$ cat src/fpsq_consts.vh
// Constants for the square-root and subtract datapath slice
`ifndef FPSQ_CONSTS_VH
`define FPSQ_CONSTS_VH
`define FPSQ_OP_SQRT 8'h6e
`define FPSQ_OP_SQFL 8'h6f
`define FPSQ_OP_SUB 8'h71
`define FPSQ_SQRT_LAT 5'h11
`define FPSQ_SQRT_REC 5'h10
`define FPSQ_SUB_LAT 2'h3
`define FPSQ_SLOT_SQRT 3'h2
`define FPSQ_SLOT_SUB_A 3'h1
`define FPSQ_SLOT_SUB_B 3'h4
`define FPSQ_FL_INX 1
`define FPSQ_FL_UNF 2
`define FPSQ_FL_OVF 3
`define FPSQ_FL_INV 4
`define FPSQ_FL_IFZ 5
`define FPSQ_FL_OFZ 6
`define FPSQ_FLW 7
`define FPSQ_RM_LSB 7
`define FPSQ_RM_RNE 2'h0
`define FPSQ_RM_RZ 2'h1
`define FPSQ_RM_RP 2'h2
`define FPSQ_RM_RM 2'h3
`define FPSQ_SW_RST 32'h0
`define FPSQ_QNAN 32'hffffffff
`define FPSQ_INF_MAG 31'h7f800000
`define FPSQ_MAX_MAG 31'h7f7fffff
`define FPSQ_EXP_BIAS 11'h07f
`define FPSQ_EXP_MAX 11'h0ff
`define FPSQ_UNF_EXP 11'sh7ea
`endif

$ cat src/fpsq_isqrt.v
// Iterative integer square root, several root bits per clock
`timescale 1ns/1ps
`default_nettype none
module fpsq_isqrt #(
  parameter RW = 54,
  parameter QW = 27,
  parameter SPC = 3
) (
  input wire i_ref_clk, // Clock
  input wire i_rst, // Sync reset
  input wire i_start, // Load new radicand
  input wire [RW-1:0] i_rad, // Radicand
  output reg [QW-1:0] o_root, // Root so far
  output reg o_rem_nz // Remainder nonzero
);
  localparam CYC = QW / SPC;
  reg [RW-1:0] rad_ff;
  reg [QW+1:0] rem_ff;
  reg [4:0] cnt_ff;
  reg [RW-1:0] nxt_rad;
  reg [QW+1:0] nxt_rem;
  reg [QW-1:0] nxt_root;
  reg [QW+1:0] trial;
  integer k;

  // SPC restoring steps per cycle; RW must be 2*QW so steps end exactly
  always @* begin
    nxt_rad = rad_ff;
    nxt_rem = rem_ff;
    nxt_root = o_root;
    trial = {(QW+2){1'b0}};
    for (k = 0; k < SPC; k = k + 1) begin
      nxt_rem = {nxt_rem[QW-1:0], nxt_rad[RW-1:RW-2]};
      nxt_rad = {nxt_rad[RW-3:0], 2'h0};
      trial = {nxt_root, 2'h1};
      if (nxt_rem >= trial) begin
        nxt_rem = nxt_rem - trial;
        nxt_root = {nxt_root[QW-2:0], 1'b1};
      end else begin
        nxt_root = {nxt_root[QW-2:0], 1'b0};
      end
    end
  end

  // Runs CYC cycles after a start, then holds the answer
  always @(posedge i_ref_clk) begin
    if (i_rst) begin
      rad_ff <= {RW{1'b0}};
      rem_ff <= {(QW+2){1'b0}};
      o_root <= {QW{1'b0}};
      o_rem_nz <= 1'b0;
      cnt_ff <= 5'h0;
    end else if (i_start) begin
      rad_ff <= i_rad;
      rem_ff <= {(QW+2){1'b0}};
      o_root <= {QW{1'b0}};
      o_rem_nz <= 1'b0;
      cnt_ff <= CYC[4:0];
    end else if (cnt_ff != 5'h0) begin
      rad_ff <= nxt_rad;
      rem_ff <= nxt_rem;
      o_root <= nxt_root;
      o_rem_nz <= (nxt_rem != {(QW+2){1'b0}});
      cnt_ff <= cnt_ff - 5'h1;
    end
  end
endmodule // fpsq_isqrt
`default_nettype wire

$ cat src/fpsq_top.v
// Square root, square-root flags and subtract units with status word
`timescale 1ns/1ps
`default_nettype none
`include "fpsq_consts.vh"
module fpsq_top #(
  parameter IDXW = 7
) (
  input wire i_ref_clk, // 100 MHz clock
  input wire i_rst, // Sync reset, active high
  input wire i_issue_vld, // Operation issued this cycle
  input wire [7:0] i_opcode, // Operation code
  input wire [2:0] i_slot, // Issue slot number
  input wire [31:0] i_first_source, // First operand
  input wire [31:0] i_second_source, // Second operand
  input wire i_guard_present, // Guard operand given
  input wire i_guard_lsb, // Guard register bit 0
  input wire [IDXW-1:0] i_dest_idx, // Destination register index
  input wire i_sw_wr, // Explicit status word write
  input wire [31:0] i_sw_wdata, // Status word write data
  input wire [6:0] i_ext_flags, // Flag sets from other units
  output reg o_sub_wr, // Subtract writes destination
  output reg [IDXW-1:0] o_sub_idx, // Subtract destination index
  output reg [31:0] o_sub_data, // Subtract result
  output reg o_sqrt_wr, // Square-root unit writes destination
  output reg [IDXW-1:0] o_sqrt_idx, // Square-root destination index
  output reg [31:0] o_sqrt_data, // Root or flag vector
  output reg o_sqrt_busy, // Square-root unit recovering
  output reg o_refused, // Issue refused pulse
  output reg [31:0] o_status_word // Status word
);
  reg [31:0] sw_ff;
  reg [1:0] rm;

  // Shared round, pack, flush and overflow handling; returns {flags, value}
  function [38:0] fpsq_rnd;
    input s;
    input signed [10:0] e;
    input [26:0] m;
    input [1:0] md;
    reg inexact_flag;
    reg up;
    reg [24:0] r;
    reg signed [10:0] ee;
    reg [6:0] f;
    reg [31:0] v;
    begin
      f = 7'h0;
      inexact_flag = |m[2:0];
      case (md)
        `FPSQ_RM_RNE: up = m[2] & (m[1] | m[0] | m[3]);
        `FPSQ_RM_RZ: up = 1'b0;
        `FPSQ_RM_RP: up = ~s & inexact_flag;
        default: up = s & inexact_flag;
      endcase
      r = {1'b0, m[26:3]} + {24'h0, up};
      ee = e;
      if (r[24]) begin
        ee = e + 11'h1;
        r = {1'b0, r[24:1]};
      end
      if (m == 27'h0) begin
        v = {s, 31'h0};
      end else if (ee <= 11'sh0) begin
        v = {s, 31'h0};
        if (ee <= `FPSQ_UNF_EXP) begin
          f[`FPSQ_FL_UNF] = 1'b1;
        end else begin
          f[`FPSQ_FL_OFZ] = 1'b1;
        end
      end else if (ee >= $signed(`FPSQ_EXP_MAX)) begin
        f[`FPSQ_FL_OVF] = 1'b1;
        f[`FPSQ_FL_INX] = 1'b1;
        // RZ, and RP or RM rounding toward zero, stop at the largest finite value
        if (md == `FPSQ_RM_RNE || (md == `FPSQ_RM_RP && !s) || (md == `FPSQ_RM_RM && s)) begin
          v = {s, `FPSQ_INF_MAG};
        end else begin
          v = {s, `FPSQ_MAX_MAG};
        end
      end else begin
        v = {s, ee[7:0], r[22:0]};
        f[`FPSQ_FL_INX] = inexact_flag;
      end
      fpsq_rnd = {f, v};
    end
  endfunction

  // Rounding mode is read live from the status word
  always @* begin
    rm = sw_ff[`FPSQ_RM_LSB+1:`FPSQ_RM_LSB];
  end

  // Issue decode: slot and recovery checks, guard defaults true
  wire is_sq = (i_opcode == `FPSQ_OP_SQRT) || (i_opcode == `FPSQ_OP_SQFL);
  wire is_sub = (i_opcode == `FPSQ_OP_SUB);
  wire gate = ~i_guard_present | i_guard_lsb;
  reg [4:0] sq_cnt_ff;
  wire sq_free = (sq_cnt_ff == 5'h0) || (sq_cnt_ff >= `FPSQ_SQRT_REC);
  wire sq_acc = i_issue_vld & is_sq & (i_slot == `FPSQ_SLOT_SQRT) & sq_free;
  wire sub_acc = i_issue_vld & is_sub &
    ((i_slot == `FPSQ_SLOT_SUB_A) || (i_slot == `FPSQ_SLOT_SUB_B));
  wire refuse = i_issue_vld & ~sq_acc & ~sub_acc;

  // Square-root operand classification at issue
  wire [7:0] qe = i_first_source[30:23];
  wire [22:0] qm = i_first_source[22:0];
  wire q_dn = (qe == 8'h0) && (qm != 23'h0);
  wire q_zero = (qe == 8'h0);
  wire q_nan = (qe == 8'hff) && (qm != 23'h0);
  wire q_inf = (qe == 8'hff) && (qm == 23'h0);
  reg q_spec;
  reg [31:0] q_sval;
  reg [6:0] q_sfl;
  always @* begin
    q_spec = 1'b1;
    q_sval = `FPSQ_QNAN;
    q_sfl = 7'h0;
    if (q_nan) begin
      q_sfl[`FPSQ_FL_INV] = ~qm[22];
    end else if (q_zero) begin
      q_sval = {i_first_source[31], 31'h0};
      q_sfl[`FPSQ_FL_IFZ] = q_dn;
    end else if (i_first_source[31]) begin
      q_sfl[`FPSQ_FL_INV] = 1'b1;
    end else if (q_inf) begin
      q_sval = {1'b0, `FPSQ_INF_MAG};
    end else begin
      q_spec = 1'b0;
    end
  end
  // Odd unbiased exponent: scale radicand one extra bit so the exponent halves exactly
  wire [53:0] q_rad = qe[0] ? {1'b0, 1'b1, qm, 29'h0} : {1'b1, qm, 30'h0};
  wire [10:0] q_t = {3'h0, qe} - `FPSQ_EXP_BIAS - {10'h0, ~qe[0]};
  wire [10:0] q_exp = {q_t[10], q_t[10:1]} + `FPSQ_EXP_BIAS;

  wire [26:0] root;
  wire rem_nz;
  fpsq_isqrt #(.RW(54), .QW(27), .SPC(3)) u_isqrt (
    .i_ref_clk(i_ref_clk),
    .i_rst(i_rst),
    .i_start(sq_acc),
    .i_rad(q_rad),
    .o_root(root),
    .o_rem_nz(rem_nz)
  );

  // Square-root issue capture and latency counter
  reg sq_gate_ff, sq_isfl_ff, sq_spec_ff;
  reg [IDXW-1:0] sq_idx_ff;
  reg [31:0] sq_sval_ff;
  reg [6:0] sq_sfl_ff;
  reg [10:0] sq_exp_ff;
  reg [1:0] sq_rm_ff;
  reg [4:0] nxt_sq_cnt;
  always @* begin
    if (sq_acc) begin
      nxt_sq_cnt = 5'h1;
    end else if (sq_cnt_ff != 5'h0 && sq_cnt_ff < `FPSQ_SQRT_REC) begin
      nxt_sq_cnt = sq_cnt_ff + 5'h1;
    end else begin
      nxt_sq_cnt = 5'h0;
    end
  end
  always @(posedge i_ref_clk) begin
    if (i_rst) begin
      sq_cnt_ff <= 5'h0;
      sq_gate_ff <= 1'b0;
      sq_isfl_ff <= 1'b0;
      sq_spec_ff <= 1'b0;
      sq_idx_ff <= {IDXW{1'b0}};
      sq_sval_ff <= 32'h0;
      sq_sfl_ff <= 7'h0;
      sq_exp_ff <= 11'h0;
      sq_rm_ff <= 2'h0;
    end else begin
      sq_cnt_ff <= nxt_sq_cnt;
      if (sq_acc) begin
        sq_gate_ff <= gate;
        sq_isfl_ff <= (i_opcode == `FPSQ_OP_SQFL);
        sq_spec_ff <= q_spec;
        sq_idx_ff <= i_dest_idx;
        sq_sval_ff <= q_sval;
        sq_sfl_ff <= q_sfl;
        sq_exp_ff <= q_exp;
        sq_rm_ff <= rm;
      end
    end
  end

  // Final rounding of the root; a normal operand never gives a tiny root
  wire [38:0] sq_rnd = fpsq_rnd(1'b0, sq_exp_ff, {root[26:1], root[0] | rem_nz}, sq_rm_ff);
  wire [31:0] sq_val = sq_spec_ff ? sq_sval_ff : sq_rnd[31:0];
  wire [6:0] sq_fl = sq_spec_ff ? sq_sfl_ff : sq_rnd[38:32];
  wire sq_fin = (sq_cnt_ff == `FPSQ_SQRT_REC); // Two edges before the write at 17

  // Result stage one edge before the write, so a recovery-time issue can reuse the unit
  reg sq_st_vld_ff, sq_st_gate_ff, sq_st_isfl_ff;
  reg [IDXW-1:0] sq_st_idx_ff;
  reg [31:0] sq_st_val_ff;
  reg [6:0] sq_st_fl_ff;
  always @(posedge i_ref_clk) begin
    if (i_rst) begin
      sq_st_vld_ff <= 1'b0;
      sq_st_gate_ff <= 1'b0;
      sq_st_isfl_ff <= 1'b0;
      sq_st_idx_ff <= {IDXW{1'b0}};
      sq_st_val_ff <= 32'h0;
      sq_st_fl_ff <= 7'h0;
    end else begin
      sq_st_vld_ff <= sq_fin;
      sq_st_gate_ff <= sq_gate_ff;
      sq_st_isfl_ff <= sq_isfl_ff;
      sq_st_idx_ff <= sq_idx_ff;
      sq_st_val_ff <= sq_val;
      sq_st_fl_ff <= sq_fl;
    end
  end

  // Subtract stage 1: operands captured at issue
  reg s1_vld_ff, s1_gate_ff;
  reg [IDXW-1:0] s1_idx_ff;
  reg [31:0] s1_a_ff, s1_b_ff;
  reg [1:0] s1_rm_ff;
  always @(posedge i_ref_clk) begin
    if (i_rst) begin
      s1_vld_ff <= 1'b0;
      s1_gate_ff <= 1'b0;
      s1_idx_ff <= {IDXW{1'b0}};
      s1_a_ff <= 32'h0;
      s1_b_ff <= 32'h0;
      s1_rm_ff <= 2'h0;
    end else begin
      s1_vld_ff <= sub_acc;
      if (sub_acc) begin
        s1_gate_ff <= gate;
        s1_idx_ff <= i_dest_idx;
        s1_a_ff <= i_first_source;
        s1_b_ff <= i_second_source;
        s1_rm_ff <= rm;
      end
    end
  end

  // Subtract datapath: flush, specials, align, add, normalise, round
  reg [31:0] sx, sy, sb_val;
  reg [6:0] sb_fl;
  reg [38:0] sr;
  reg sgn, eff;
  reg [7:0] eb, es, d;
  reg [23:0] mb, ms;
  reg [53:0] al;
  reg [27:0] sum;
  reg [26:0] nm;
  reg signed [10:0] ne;
  integer i;
  always @* begin
    sb_fl = 7'h0;
    sb_val = `FPSQ_QNAN;
    sx = s1_a_ff;
    sy = {~s1_b_ff[31], s1_b_ff[30:0]};
    sgn = 1'b0; eff = 1'b0; eb = 8'h0; es = 8'h0; d = 8'h0;
    mb = 24'h0; ms = 24'h0; al = 54'h0; sum = 28'h0; nm = 27'h0; ne = 11'sh0;
    sr = 39'h0;
    if (sx[30:23] == 8'h0 && sx[22:0] != 23'h0) begin
      sx = {sx[31], 31'h0};
      sb_fl[`FPSQ_FL_IFZ] = 1'b1;
    end
    if (sy[30:23] == 8'h0 && sy[22:0] != 23'h0) begin
      sy = {sy[31], 31'h0};
      sb_fl[`FPSQ_FL_IFZ] = 1'b1;
    end
    if ((sx[30:23] == 8'hff && sx[22:0] != 23'h0) || (sy[30:23] == 8'hff && sy[22:0] != 23'h0)) begin
      sb_fl[`FPSQ_FL_INV] = (sx[30:22] == 9'h1fe && sx[21:0] != 22'h0) ||
        (sy[30:22] == 9'h1fe && sy[21:0] != 22'h0);
    end else if (sx[30:0] == `FPSQ_INF_MAG && sy[30:0] == `FPSQ_INF_MAG) begin
      if (sx[31] != sy[31]) begin
        sb_fl[`FPSQ_FL_INV] = 1'b1;
      end else begin
        sb_val = sx;
      end
    end else if (sx[30:0] == `FPSQ_INF_MAG) begin
      sb_val = sx;
    end else if (sy[30:0] == `FPSQ_INF_MAG) begin
      sb_val = sy;
    end else begin
      // Larger magnitude leads so a true subtraction never goes negative
      if (sx[30:0] >= sy[30:0]) begin
        sgn = sx[31]; eb = sx[30:23]; es = sy[30:23];
        mb = {(eb != 8'h0), sx[22:0]}; ms = {(es != 8'h0), sy[22:0]};
      end else begin
        sgn = sy[31]; eb = sy[30:23]; es = sx[30:23];
        mb = {(eb != 8'h0), sy[22:0]}; ms = {(es != 8'h0), sx[22:0]};
      end
      eff = sx[31] ^ sy[31];
      d = eb - es;
      al = {ms, 3'h0, 27'h0} >> ((d > 8'h1b) ? 8'h1b : d);
      al[27] = al[27] | (|al[26:0]);
      sum = eff ? ({1'b0, mb, 3'h0} - {1'b0, al[53:27]}) : ({1'b0, mb, 3'h0} + {1'b0, al[53:27]});
      ne = $signed({3'h0, eb});
      if (sum[27]) begin
        nm = {sum[27:2], sum[1] | sum[0]};
        ne = ne + 11'sh1;
      end else begin
        nm = sum[26:0];
        for (i = 0; i < 27; i = i + 1) begin
          if (!nm[26] && nm != 27'h0) begin
            nm = {nm[25:0], 1'b0};
            ne = ne - 11'sh1;
          end
        end
      end
      // Exact zero from opposite signs is +0 except when rounding down
      if (nm == 27'h0 && eff) begin
        sgn = (s1_rm_ff == `FPSQ_RM_RM);
      end
      sr = fpsq_rnd(sgn, ne, nm, s1_rm_ff);
      sb_val = sr[31:0];
      sb_fl = sb_fl | sr[38:32];
    end
  end

  // Subtract stages 2 and 3 give the documented three-cycle latency
  reg s2_vld_ff, s2_gate_ff, s3_vld_ff, s3_gate_ff;
  reg [IDXW-1:0] s2_idx_ff, s3_idx_ff;
  reg [31:0] s2_val_ff, s3_val_ff;
  reg [6:0] s2_fl_ff, s3_fl_ff;
  always @(posedge i_ref_clk) begin
    if (i_rst) begin
      s2_vld_ff <= 1'b0; s2_gate_ff <= 1'b0; s2_idx_ff <= {IDXW{1'b0}};
      s2_val_ff <= 32'h0; s2_fl_ff <= 7'h0;
      s3_vld_ff <= 1'b0; s3_gate_ff <= 1'b0; s3_idx_ff <= {IDXW{1'b0}};
      s3_val_ff <= 32'h0; s3_fl_ff <= 7'h0;
    end else begin
      s2_vld_ff <= s1_vld_ff; s2_gate_ff <= s1_gate_ff; s2_idx_ff <= s1_idx_ff;
      s2_val_ff <= sb_val; s2_fl_ff <= sb_fl;
      s3_vld_ff <= s2_vld_ff; s3_gate_ff <= s2_gate_ff; s3_idx_ff <= s2_idx_ff;
      s3_val_ff <= s2_val_ff; s3_fl_ff <= s2_fl_ff;
    end
  end

  // Flag sets land on the same edge as the destination writes
  wire sub_w = s3_vld_ff & s3_gate_ff;
  wire sq_w = sq_st_vld_ff & sq_st_gate_ff;
  wire [6:0] sets = (sub_w ? s3_fl_ff : 7'h0) |
    ((sq_w & ~sq_st_isfl_ff) ? sq_st_fl_ff : 7'h0) | i_ext_flags;
  // A set in the same cycle as an explicit write still wins
  wire [31:0] nxt_sw = (i_sw_wr ? i_sw_wdata : sw_ff) | {25'h0, sets};

  // Output and status registers
  always @(posedge i_ref_clk) begin
    if (i_rst) begin
      sw_ff <= `FPSQ_SW_RST;
      o_status_word <= `FPSQ_SW_RST;
      o_sub_wr <= 1'b0;
      o_sub_idx <= {IDXW{1'b0}};
      o_sub_data <= 32'h0;
      o_sqrt_wr <= 1'b0;
      o_sqrt_idx <= {IDXW{1'b0}};
      o_sqrt_data <= 32'h0;
      o_sqrt_busy <= 1'b0;
      o_refused <= 1'b0;
    end else begin
      sw_ff <= nxt_sw;
      o_status_word <= nxt_sw;
      o_sub_wr <= sub_w;
      o_sub_idx <= s3_idx_ff;
      o_sub_data <= s3_val_ff;
      o_sqrt_wr <= sq_w;
      o_sqrt_idx <= sq_st_idx_ff;
      o_sqrt_data <= sq_st_isfl_ff ? {25'h0, sq_st_fl_ff} : sq_st_val_ff;
      o_sqrt_busy <= (nxt_sq_cnt != 5'h0) && (nxt_sq_cnt < `FPSQ_SQRT_REC);
      o_refused <= refuse;
    end
  end
endmodule // fpsq_top
`default_nettype wire

$ cat config.mk
export PLATFORM = sky130hd
export DESIGN_NAME = fpsq_top
export DESIGN_NICKNAME = d
export VERILOG_FILES = /design/src/fpsq_isqrt.v /design/src/fpsq_top.v
export VERILOG_INCLUDE_DIRS = /design/src /design/src/src
export SDC_FILE = /design/constraint.sdc
export NUM_CORES = 2
export LEC_CHECK = 0
export ABC_CLOCK_PERIOD_IN_PS = 47000
export BUFFER_PORTS_ARGS = -buffer_cell sky130_fd_sc_hd__buf_2
export CAP_MARGIN = 10
export CORE_ASPECT_RATIO = 0.9
export CORE_MARGIN = 2
export CORE_UTILIZATION = 50
export CTS_CLUSTER_DIAMETER = 30
export DETAILED_ROUTE_END_ITERATION = 8
export PLACE_DENSITY = 0.7
export SLEW_MARGIN = 40
export SYNTH_ARGS = -nofsm -noshare
export SYNTH_HDL_FRONTEND = slang
export SYNTH_SLANG_ARGS = --single-unit
$ cat constraint.sdc
create_clock -name i_ref_clk -period 47 [get_ports i_ref_clk]
set_clock_uncertainty 0.1 [all_clocks]
set_input_delay 4.7 -clock i_ref_clk [delete_from_list [all_inputs] [get_ports i_ref_clk]]
set_output_delay 4.7 -clock i_ref_clk [all_outputs]
set_load 0.03 [all_outputs]
==> flow_results.org <==
** Outcome
- Status :: finished, final reports clean

** Yosys
- Yosys top cell by area :: sky130_fd_sc_hd__dfxtp_1
- Yosys synthesis warning count :: 0
- Post-synth ARST share :: 0%
- Share of the synthesized area in the top cell type :: 19.7%
- After synthesis, the largest family of logic cells by area is simple AND/OR/NAND/NOR gates.
- Summing the areas of all compound-gate instances in the mapped netlist gives 26.3% of the synthesized area.
- Mux share of post-synthesis cell area :: 6.10%
- Count of cell types in the netlist :: 170
- The synthesized netlist occupies a cell area of 45600 um^2.
- Xor-xnor portion of the synthesized cell area :: 6.98%
- Net Count, Synth :: 6614
- Of the total synthesized cell area, the portion taken by AND, OR, NAND and NOR gates is 28.9%.
- For this run, the leading register cell type out of synthesis is sky130_fd_sc_hd__dfxtp_1.
- EDFF count, synth :: 0
- Part of the Yosys area used for sequential elements :: 19.7%
- Arithmetic-cell share of the synthesized area counting full adders, half adders and majority gates :: 5.80%
- Number of cells produced by synthesis :: 6277
- Synthesis inferred 448 register bits.
- Largest cells by area after synthesis :: sky130_fd_sc_hd__dfxtp_1 20%, sky130_fd_sc_hd__nand2_1 6.8%, sky130_fd_sc_hd__a21oi_1 5.9%, sky130_fd_sc_hd__ha_1 5.7%, sky130_fd_sc_hd__nor2_1 4.7%
- Mean Syn Cell Area :: 7.27 um^2

** Global routing
- Vias in the first global route :: 44.1k
- Maximum number of pins on one net before global-route repair :: 90
- Total global-route track usage :: 34.4%
- Initial antenna violation count :: 14
- The total overflow left after global routing is 0.
- First-pass GRT wire length :: 259000 um

** Die
- Once the floorplan was initialized, standard cells occupied 50.3% of the core.
- Top Ports :: 241
- The initialized floorplan defines 105 standard-cell rows.
- Core area :: 90800 um^2
- Die span in x :: 322 um
- The die covers 93700 um^2.
- In this run the vertical extent of the chip is 291 um.

** Clock network
- For this design, the CTS-stage hold fixing added 0 buffers.
- CTS Buf Count :: 89
- Gates resized during post-CTS repair numbered 0.
- In this run the clock root is driven by a sky130_fd_sc_hd__clkbuf_16.
- After clock tree synthesis, the clock-pin slew on the worst setup and hold paths is 0.05 ns.
- Setup repair bufs after CTS :: 0
- Clock tree from TritonCTS :: built
- The clock passes through at most 3 buffers.
- Worst skew pair latency :: 0.67 ns
- CTS saw 448 sinks.
- H-tree levels :: 3

** Cells and area
- The post-route netlist has 13.1% of its cells at a drive strength greater than 1.
- # fillers :: 8722
- Most common library cell in the layout ignoring fill and taps :: sky130_fd_sc_hd__nand2_1
- Synth-to-layout area growth :: 10.3%
- Once layout is done, the placed cells without fillers occupy 50300 um^2.
- Final cell utilization of the core :: 55.4%
- In the final design database the tool counted 6655 nets.
- The finished layout holds 7631 standard cells, fillers aside.
- Top library cells by usage in the layout, fill and taps aside :: 824 x sky130_fd_sc_hd__nand2_1, 565 x sky130_fd_sc_hd__nor2_1, 532 x sky130_fd_sc_hd__a21oi_1

** Place
- HPWL reported at the end of detailed placement :: 129000 um
- Area after detailed placement :: 47100 um^2
- Placed insts :: 7456
- At the end of routability-driven placement, the weighted congestion stood at 1.00.
- Input and output buffers added on the ports amount to 240.

** Timing
- Setup violations remaining at the end of the flow were counted as 0.
- Setup total negative slack on the finished layout was measured at 0 ns.
- Clock period minus final worst setup slack :: 33.42 ns
- The hold violation count in the final report came to 0.
- Maximum achievable frequency :: 0.0299 GHz
- Worst Tran Pin Value :: 0.964 ns
- Crit share post-route :: 71.1%
- Unrepaired setup endpoints after global routing :: no
- Max-slew headroom :: 35.4%
- The number of max-slew violations in the final report came to 0.

** Critical path
- Crit path launch type :: register
- Crit path required time :: 47.41 ns
- Critical path buffers and inverters :: 8
- Largest stage delay on the critical path :: 0.70 ns
- Broken down by cell family, the worst path's largest delay share belongs to compound AO/OA/AOI/OAI gates.
- Type of element capturing the critical path :: register
- CP max-delay cell :: sky130_fd_sc_hd__xnor2_1
- In this run the worst path has a maximum fanout of 37.
- The critical path is of the reg2reg type.
- Arr. time, crit path :: 33.83 ns

** Detailed routing
- Across all layers, the routed design uses 49.0k vias.
- WL/cell :: 22.1 um
- Wires add up to 169000 um.
- For this run, design rule violations remaining after detail routing come to 0.
- Initial DRC count :: 5513
- In this run the remaining antenna-violating nets after routing total 0.
- Before antenna repair, the detailed router went through 8 iterations.
- Dividing the detail-routed via count by the number of cells gives 6.42.

** Job
- Maxcap violations :: 0

** Worst hold path
- Type of the most critical hold path :: reg2reg
synth_stat cells (all sizes together) (36+ instances only):
cell type	count
a211oi	135
ha	209
buf	118
dfxtp	448
mux2i	182
and2	103
or3	52
nand4	92
xor2	103
nor2b	161
clkbuf	247
nor3	202
a31oi	88
o21ai	374
nor2	583
a21oi	544
or2	42
nand2	841
nand2b	43
nand3	188
mux2	77
a21o	80
and3	69
o22ai	36
o31ai	58
o211ai	55
o21a	43
a21boi	42
inv	210
xnor2	244
nor4	105
kinds of logic (layout without fill, tap and decap cells):
kind of cell               count (synthesis)  count (layout)
and+or+nand+nor                         2628            2628
AOI/OAI and AO/OA                       1796            1796
buffers and inverters                    582             699
DFF                                      448             448
xor gates and xnor gates                 350             350
muxes                                    262             262
adders and majority gates                211             211
other                                      0               7
registers in the layout, summed over array words and instances (netlist names), 10 cells and up:
| register | count |
|---|---|
| o_sqrt_data | 32 |
| o_sub_data | 32 |
| s1_a_ff | 32 |
| s1_b_ff | 32 |
| s2_val_ff | 32 |
| s3_val_ff | 32 |
| sq_st_val_ff | 32 |
| sw_ff | 32 |
| u_isqrt.o_root | 27 |
| u_isqrt.rem_ff | 27 |
| u_isqrt.rad_ff | 25 |
| sq_exp_ff | 10 |
final cells by class:
type / count / area [um^2] / area share (%)
diodes: 7 / 17.5 / 0.0348
clock buffers: 100 / 2330 / 4.63
clock inverters: 67 / 822 / 1.63
inverters: 214 / 803 / 1.60
multi-input cells: 5247 / 34000 / 67.6
flip-flops and latches: 448 / 8970 / 17.8
well taps: 1230 / 1540 / 3.06
repair buffers: 318 / 1840 / 3.66
metal layers:
layer  share of wire [%]  track usage, %
met5               0.038               0
met4                 2.9            10.1
met3                  11            7.53
met2                  41            49.9
met1                  45            50.3
worst paths after layout:
path                                       start              end  slack (ns)  cells past startpoint
worst max-delay path                 s1_b_ff[27]    s2_val_ff[22]       13.58                    117
worst min-delay path            sq_st_val_ff[18]  o_sqrt_data[18]        0.32                      1
worst max register to register       s1_b_ff[27]    s2_val_ff[22]       13.58                    117
worst min register to register  sq_st_val_ff[18]  o_sqrt_data[18]        0.32                      1
per-stage QoR:
step / worst slack, ns / hold WS [ns]
after floorplan: 19.43 / 0.306
after global placement: 14.77 / 0.312
after detailed placement: 14.21 / 0.311
after CTS: 13.98 / 0.314
after global routing: 11.24 / 0.343
final: 13.58 / 0.321
Power is left out: the tool's default activity adds up to more than one toggle a clock period on the data nets, which glitch-free logic cannot reach.
